<file path="config.mk">
export PLATFORM = sky130hd
export DESIGN_NAME = iovfr_fault_response
export DESIGN_NICKNAME = d
export VERILOG_FILES = /design/src/rtl/iovfr_pkg.sv /design/src/rtl/iovfr_fault_response.sv
export SDC_FILE = /design/constraint.sdc
export NUM_CORES = 1
export LEC_CHECK = 0
export ABC_AREA = 1
export BUFFER_PORTS_ARGS = -buffer_cell sky130_fd_sc_hd__buf_4
export CORE_ASPECT_RATIO = 1.1
export CORE_UTILIZATION = 45
export CTS_CLUSTER_DIAMETER = 30
export DETAILED_ROUTE_END_ITERATION = 8
export GPL_TIMING_DRIVEN = 1
export HOLD_SLACK_MARGIN = 0.03
export PLACE_DENSITY_LB_ADDON = 0.3
export SYNTH_ARGS = -nofsm -noshare
export SYNTH_HDL_FRONTEND = slang
export SYNTH_SLANG_ARGS = --single-unit
export TNS_END_PERCENT = 20
</file>
<file path="constraint.sdc">
create_clock -name core_clk_i -period 9.45 [get_ports core_clk_i]
set_input_delay 0 -clock core_clk_i [delete_from_list [all_inputs] [get_ports core_clk_i]]
set_output_delay 0 -clock core_clk_i [all_outputs]
set_load 0.02 [all_outputs]
</file>
<file path="src/rtl/iovfr_pkg.sv">
package iovfr_pkg;

  // command codes of the two registers
  localparam logic [7:0] IOVFR_CMD_THRESHOLD = 8'h55;
  localparam logic [7:0] IOVFR_CMD_ACTION    = 8'h56;

  // reset values (plain defaults)
  localparam logic [15:0] IOVFR_THRESHOLD_RST = 16'h0000;
  localparam logic [7:0]  IOVFR_ACTION_RST    = 8'h00;

  // action register field layout
  localparam int IOVFR_RESP_MSB  = 7;
  localparam int IOVFR_RESP_LSB  = 6;
  localparam int IOVFR_RETRY_MSB = 5;
  localparam int IOVFR_RETRY_LSB = 3;
  localparam int IOVFR_DELAY_MSB = 2;
  localparam int IOVFR_DELAY_LSB = 0;

  // response codes
  localparam logic [1:0] IOVFR_RESP_IGNORE  = 2'h0;
  localparam logic [1:0] IOVFR_RESP_DELAYED = 2'h1;
  localparam logic [1:0] IOVFR_RESP_RETRY   = 2'h2;
  localparam logic [1:0] IOVFR_RESP_LATCH   = 2'h3;

  // retry codes
  localparam logic [2:0] IOVFR_RETRY_NONE    = 3'h0;
  localparam logic [2:0] IOVFR_RETRY_FOREVER = 3'h7;

  // linear data format layout
  localparam int IOVFR_EXP_MSB  = 15;
  localparam int IOVFR_EXP_LSB  = 11;
  localparam int IOVFR_MANT_MSB = 10;
  localparam int IOVFR_FIX_W    = 48;
  localparam logic [5:0] IOVFR_EXP_BIAS = 6'h10;

  localparam int IOVFR_UNITS_W = 8;
  localparam logic [IOVFR_UNITS_W-1:0] IOVFR_UNIT_ONE = 8'h01;

  typedef enum logic [4:0] {
    IOVFR_S_OFF   = 5'h01,
    IOVFR_S_RUN   = 5'h02,
    IOVFR_S_DELAY = 5'h04,
    IOVFR_S_WAIT  = 5'h08,
    IOVFR_S_LATCH = 5'h10
  } iovfr_state_t;

endpackage

</file>
<file path="src/rtl/iovfr_fault_response.sv">
// Operation
// - hold linear threshold, compare measured input
// - code 00 keeps regulating on fault
// - code 01 runs for delay, then retries
// - code 10 disables now, then retries
// - code 11 stays off until cleared
// - retry 000 means no restart attempts
// - retry 001 gives exactly one attempt
// - retry 010 gives up to two attempts
// - attempts spaced by delay times unit
// - retry 011..110 gives three to six
// - retry 111 retries without any limit
// - delay code selects 1 to 128 units
module iovfr_fault_response
  import iovfr_pkg::*;
(
  input  wire logic                core_clk_i,
  input  wire logic                sys_rst_i,
  input  wire logic                cmd_wr_i,
  input  wire logic                cmd_rd_i,
  input  wire logic [7:0]          cmd_code_i,
  input  wire logic [15:0]         cmd_wdata_i,
  output logic      [15:0]         cmd_rdata_o,
  output logic                     cmd_ack_o,
  output logic                     cmd_nack_o,
  input  wire logic [15:0]         vin_meas_i,
  input  wire logic                unit_tick_i,
  input  wire logic                on_req_i,
  input  wire logic                status_clr_i,
  input  wire logic                clear_faults_i,
  input  wire logic                other_fault_i,
  output logic                     pwr_enable_o,
  output logic                     fault_flag_o,
  output iovfr_pkg::iovfr_state_t  state_o
);
  import iovfr_pkg::*;

  logic [15:0]              threshold_q;
  logic [7:0]               action_q;
  logic [15:0]              rdata_q;
  logic                     ack_q;
  logic                     nack_q;
  iovfr_state_t             state_q;
  iovfr_state_t             state_d;
  logic [IOVFR_UNITS_W-1:0] cnt_q;
  logic [IOVFR_UNITS_W-1:0] cnt_d;
  logic [2:0]               left_q;
  logic [2:0]               left_d;
  logic                     on_prev_q;
  logic                     flag_q;
  logic                     ov_now;
  logic                     clear_evt;
  logic                     expire;
  logic [1:0]               resp;
  logic [2:0]               retry;
  logic [2:0]               dly;

  // linear format: 5-bit signed exponent, 11-bit signed mantissa
  function automatic logic signed [IOVFR_FIX_W-1:0] lin_to_fix(input logic [15:0] v);
    logic [5:0]                     sh;
    logic signed [IOVFR_FIX_W-1:0]  m;
    sh = {v[IOVFR_EXP_MSB], v[IOVFR_EXP_MSB:IOVFR_EXP_LSB]} + IOVFR_EXP_BIAS;
    m  = {{(IOVFR_FIX_W-IOVFR_MANT_MSB-1){v[IOVFR_MANT_MSB]}}, v[IOVFR_MANT_MSB:0]};
    return m <<< sh;
  endfunction

  // delay code n selects 2**n units
  function automatic logic [IOVFR_UNITS_W-1:0] delay_units(input logic [2:0] code);
    return IOVFR_UNIT_ONE << code;
  endfunction

  assign resp   = action_q[IOVFR_RESP_MSB:IOVFR_RESP_LSB];
  assign retry  = action_q[IOVFR_RETRY_MSB:IOVFR_RETRY_LSB];
  assign dly    = action_q[IOVFR_DELAY_MSB:IOVFR_DELAY_LSB];
  assign ov_now = lin_to_fix(vin_meas_i) > lin_to_fix(threshold_q);
  assign expire = unit_tick_i && (cnt_q == IOVFR_UNIT_ONE);

  // off-then-on releases a latch too, caught by the off state itself; it does not clear the flag
  assign clear_evt = status_clr_i || clear_faults_i;

  // register writes
  always_ff @(posedge core_clk_i or posedge sys_rst_i) begin
    if (sys_rst_i) begin
      threshold_q <= IOVFR_THRESHOLD_RST;
      action_q    <= IOVFR_ACTION_RST;
    end else if (cmd_wr_i) begin
      if (cmd_code_i == IOVFR_CMD_THRESHOLD) begin
        threshold_q <= cmd_wdata_i;
      end
      if (cmd_code_i == IOVFR_CMD_ACTION) begin
        action_q <= cmd_wdata_i[7:0];
      end
    end
  end

  // register reads and answer, one cycle after the request
  always_ff @(posedge core_clk_i or posedge sys_rst_i) begin
    if (sys_rst_i) begin
      rdata_q <= 16'h0000;
      ack_q   <= 1'b0;
      nack_q  <= 1'b0;
    end else begin
      ack_q  <= 1'b0;
      nack_q <= 1'b0;
      if (cmd_rd_i || cmd_wr_i) begin
        unique case (cmd_code_i)
          IOVFR_CMD_THRESHOLD: begin
            ack_q <= 1'b1;
            if (cmd_rd_i) begin
              rdata_q <= threshold_q;
            end
          end
          IOVFR_CMD_ACTION: begin
            ack_q <= 1'b1;
            if (cmd_rd_i) begin
              rdata_q <= {8'h00, action_q};
            end
          end
          default: begin
            nack_q <= 1'b1;
          end
        endcase
      end
    end
  end

  // status flag: a new fault wins over a clear in the same cycle
  always_ff @(posedge core_clk_i or posedge sys_rst_i) begin
    if (sys_rst_i) begin
      flag_q <= 1'b0;
    end else begin
      flag_q <= (ov_now && state_q != IOVFR_S_OFF) || (flag_q && !clear_evt);
    end
  end

  always_ff @(posedge core_clk_i or posedge sys_rst_i) begin
    if (sys_rst_i) begin
      on_prev_q <= 1'b0;
    end else begin
      on_prev_q <= on_req_i;
    end
  end

  always_comb begin
    state_d = state_q;
    cnt_d   = cnt_q;
    left_d  = left_q;
    if (unit_tick_i && cnt_q != IOVFR_UNIT_ONE) begin
      cnt_d = cnt_q - IOVFR_UNIT_ONE;
    end
    unique case (state_q)
      IOVFR_S_OFF: begin
        // off then on releases any latch; the fault flag is kept
        if (on_req_i && !on_prev_q) begin
          state_d = IOVFR_S_RUN;
        end
      end
      IOVFR_S_RUN: begin
        if (ov_now) begin
          unique case (resp)
            IOVFR_RESP_IGNORE: begin
              state_d = IOVFR_S_RUN;
            end
            IOVFR_RESP_DELAYED: begin
              state_d = IOVFR_S_DELAY;
              cnt_d   = delay_units(dly);
            end
            IOVFR_RESP_RETRY: begin
              left_d  = retry;
              cnt_d   = delay_units(dly);
              state_d = (retry == IOVFR_RETRY_NONE) ? IOVFR_S_LATCH
                                                    : IOVFR_S_WAIT;
            end
            IOVFR_RESP_LATCH: begin
              state_d = IOVFR_S_LATCH;
            end
          endcase
        end
      end
      IOVFR_S_DELAY: begin
        if (!ov_now) begin
          state_d = IOVFR_S_RUN;
        end else if (expire) begin
          // fault still present after the grace delay
          left_d  = retry;
          cnt_d   = delay_units(dly);
          state_d = (retry == IOVFR_RETRY_NONE) ? IOVFR_S_LATCH
                                                : IOVFR_S_WAIT;
        end
      end
      IOVFR_S_WAIT: begin
        // one attempt per delay period; fails if the fault is still there
        if (expire) begin
          cnt_d = delay_units(dly);
          if (left_q == IOVFR_RETRY_NONE) begin
            state_d = IOVFR_S_LATCH;
          end else begin
            if (retry != IOVFR_RETRY_FOREVER) begin
              left_d = left_q - 3'h1;
            end
            if (!ov_now) begin
              state_d = IOVFR_S_RUN;
            end
          end
        end
      end
      IOVFR_S_LATCH: begin
        if (clear_evt) begin
          state_d = IOVFR_S_RUN;
        end
      end
      default: begin
        state_d = IOVFR_S_OFF;
      end
    endcase
    // commanded off or another fault stops everything, even endless retry
    if (!on_req_i) begin
      state_d = IOVFR_S_OFF;
    end else if (other_fault_i) begin
      state_d = IOVFR_S_LATCH;
    end
  end

  always_ff @(posedge core_clk_i or posedge sys_rst_i) begin
    if (sys_rst_i) begin
      state_q <= IOVFR_S_OFF;
      cnt_q   <= IOVFR_UNIT_ONE;
      left_q  <= IOVFR_RETRY_NONE;
    end else begin
      state_q <= state_d;
      cnt_q   <= cnt_d;
      left_q  <= left_d;
    end
  end

  assign pwr_enable_o = (state_q == IOVFR_S_RUN) || (state_q == IOVFR_S_DELAY);
  assign fault_flag_o = flag_q;
  assign state_o      = state_q;
  assign cmd_rdata_o  = rdata_q;
  assign cmd_ack_o    = ack_q;
  assign cmd_nack_o   = nack_q;

endmodule // iovfr_fault_response

</file>
==> reports/metrics.yaml <==
run_status:
  outcome: "finished, final reports clean"
yosys:
  ys.flop_type: "dfrtp_1"
  ys_seq_area_frac: 0.2404
  yosys.cell_types.count: 42
  yosysWarnings: 0
  yosys-top-cells-area: "dfrtp_1 (23%), nand2_1 (17%), o21ai_0 (13%)"
  synth_area_leader_cell: "dfrtp_1"
  syn_area_mm2: 0.006257
  syn-num-nets: 1123
  synth_top_cell_area_share: 0.2320
  synthArstFlopShare: 1.000
  synth_area_per_cell_um2: 6.111
  synth_edf_count: 0
  synthCells: 1024
  ys_seq_elements: 60
place:
  dp.cells: 1236
  hpwl_um: 13170
  io_buffers: 73
  routabilityCongestion: 0.9406
clock_network:
  cts_buffers: 9
  cts_tree: "done"
  root_buffer: "clkbuf_16"
  htreeDepth: 3
  cts_max_path_buffers: 2
  cts.sinks: 60
  cts_resized: 0
  clkLatencyLatePin_ps: 340
  cts.clk_slew.worst_paths_ps: 50
grt:
  grt_overflow_total: 0
  grt_pass1_wl_um: 29240
  grt_max_degree: 61
  grt_pass1_vias: 6353
  grt.total_usage: 0.2528
  antenna_found_initial: 0
timing:
  setup_viol: 0
  worst_slew_pin_slew_ps: 957.8
  tns_ps: 0
  finalHoldViolations: 0
  skew_ps: 7.880
  max_freq_mhz: 238.0
  slew_headroom: 0.3599
  period_minus_slack_ps: 4201
  period_share: 0.4445
  rsz0062_at_grt: "no"
  finalMaxSlewViolations: 0
critical_path:
  critPathTopFamily: "simple AND/OR/NAND/NOR gates"
  path_cells: "clkinv_1, o21ai_0, inv_1, o21ai_0, a21oi_1, ha_1, nand2_1, nor2_1, nand3_1, nor3_2, nand3_1, nand2_2, nand2_1, nand3_2, nand2_2, nand2_1, nand2_1"
  cp.buffers_inverters: 2
  cp_data_required_time_ps: 9670
  crit_type: "reg2reg"
  cp-end-kind: "register"
  crit_fanout: 17
  cp-start-kind: "register"
  critPathSlowestCell: "dfrtp_1"
  arrival_ps: 4430
  slowest_delay_ps: 650
  cp_common_cell: "nand2_1"
floorplan:
  ios: 74
  core_mm2: 0.01338
  dieHeight_um: 125.7
  initial_core_util: 0.4677
  dieArea_mm2: 0.01438
  rows: 44
  fp.dieW_um: 114.4
layout:
  fillers: 1330
  final_cell_count_no_fill: 1277
  area.growth.synth_to_final_pct: 18.68
  final_layout_size_suffix_gt1_frac: 0.1107
  nets: 1187
  num_antenna_cells: 0
  final_util: 0.5551
power:
  p_clk_frac: 0.324
  p_int_mw: 0.6956
  swShare: 0.3734
  p_sw_mw: 0.4145
  powerDensity_mw_per_mm2: 149.5
  seq_power_share: 0.303
  vdd_ir_drop_max_uv: 100.8
  combPwrFrac: 0.372
  p_leak_nw: 3.826
  power_mw: 1.110
min_path:
  min_path_type: "in2reg"
drt:
  drt_iter0_drc: 529
  drtPass1Iterations: 5
  wire_per_inst_um: 13.36
  postRouteAntennaNets: 0
  via_per_inst: 5.271
  drcViolationCount: 0
  vias: 6731
  drt_wl_total_um: 17060
run:
  maxCapViolCount: 0
-- placed cells by master, fill, tap and decap left out, drive strengths merged, types with 2 or more instances in the layout --
master / count
nand3: 78
xor2: 7
clkinv: 4
mux2i: 10
dfrtp: 58
clkbuf: 10
nor4: 4
inv: 116
a21o: 2
a21oi: 46
bufinv: 2
nand2: 290
nand4: 14
clkinvlp: 3
o21ai: 161
ha: 50
buf: 74
dlygate4sd3: 25
nor2: 93
o21bai: 3
dfstp: 2
a31oi: 10
nor3: 10
or2: 13
-- cells in the mapped netlist (2+ instances only) --
cell type,instances
nand2_1,286
o21ai_0,157
inv_1,114
nor2_1,89
nand3_1,77
dfrtp_1,58
ha_1,50
a21oi_1,45
clkbuf_1,33
nand4_1,14
or2_2,13
a31oi_1,10
mux2i_1,10
nor3_1,9
buf_2,8
xor2_1,7
nand2_2,4
o21ai_1,4
buf_1,3
nor2_2,3
nor4_1,3
o21bai_1,3
a21o_1,2
clkinv_1,2
dfstp_2,2
inv_2,2
-- power by group through the flow --
stage,registers (mW),clock network (mW),logic [mW]
floorplan,0.342,0,0.286
global placement,0.340,0,0.395
detailed placement,0.339,0,0.403
CTS,0.336,0.366,0.414
global route,0.342,0.378,0.476
finish,0.336,0.360,0.413
-- layout make-up --
| cell class | count | area (um^2) | area share |
|---|---|---|---|
| timing repair buffer | 99 | 805.8 | 0.1085 |
| clock inverter | 6 | 87.58 | 0.01179 |
| inverter | 119 | 447.9 | 0.06032 |
| clock buffer | 10 | 239.0 | 0.03218 |
| multi-input combinational | 799 | 4111 | 0.5537 |
| sequential | 60 | 1504 | 0.2025 |
| tap | 184 | 230.2 | 0.03100 |
-- final timing paths --
path	slack (ps)	to	cells after the start	start
hold reg to reg	510	cmd_rdata_o[8]	2	threshold_q[8]
setup reg to reg	5250	state_o[2]	17	threshold_q[13]
hold / removal	100	cmd_nack_o	5	cmd_code_i[1]
max in group asynchronous	8500	cmd_rdata_o[14]	4	sys_rst_i
min in group asynchronous	430	state_o[1]	4	sys_rst_i
setup / recovery	5250	state_o[2]	17	threshold_q[13]
-- cell families (layout without fill, tap and decap cells) --
family          Yosys count  after routing  share of synthesized area
flops                    60             60                     0.2404
buf+inv                 165            234                     0.1026
fa+ha+maj                50             50                    0.09998
xor+xnor                  8              8                    0.01120
mux                      10             10                    0.01600
simple gates            504            504                     0.3411
compound gates          227            227                     0.1888
-- state kept, by name, indices dropped and copies added (netlist names) --
register	count
cmd_rdata_o	16
on_prev_q	1
threshold_q	16
action_q	8
cnt_q	8
state_o	5
fault_flag_o	1
cmd_nack_o	1
left_q	3
cmd_ack_o	1
-- layer usage --
metal  vias up  wire length, um  share of wire  track usage
met2       169             8058           0.47       0.4289
met1      3035             7747           0.45       0.3208
met5         -                0              0            0
met3        39              730          0.043      0.04042
li1       3488                -              -            -
met4         0              527          0.031      0.09702
-- timing repair --
item,4_1_cts,5_1_grt
hold endpoints to repair,88,0
hold buffers,25,0
setup endpoints to repair,0,0
buffers inserted,0,0
-- stage by stage --
stage	setup WS, ps	hold slack, ps	cell area, um^2
after detailed placement	5341	137.5	6849
after floorplan	6397	31.43	6257
after CTS	5290	94.53	7426
final	5249	105.0	7426
after global placement	5360	137.0	6849
after global routing	4700	143.0	7426
-- worst reg2reg max path: stages, from the launching register on --
cell	delay, ps
dfrtp_1	650
clkinv_1	380
o21ai_0	340
inv_1	60
o21ai_0	250
a21oi_1	120
ha_1	310
nand2_1	60
nor2_1	140
nand3_1	180
nor3_2	240
nand3_1	450
nand2_2	460
nand2_1	110
nand3_2	140
nand2_2	70
nand2_1	70
nand2_1	50
Note: power is estimated with default switching activity, not from simulation.
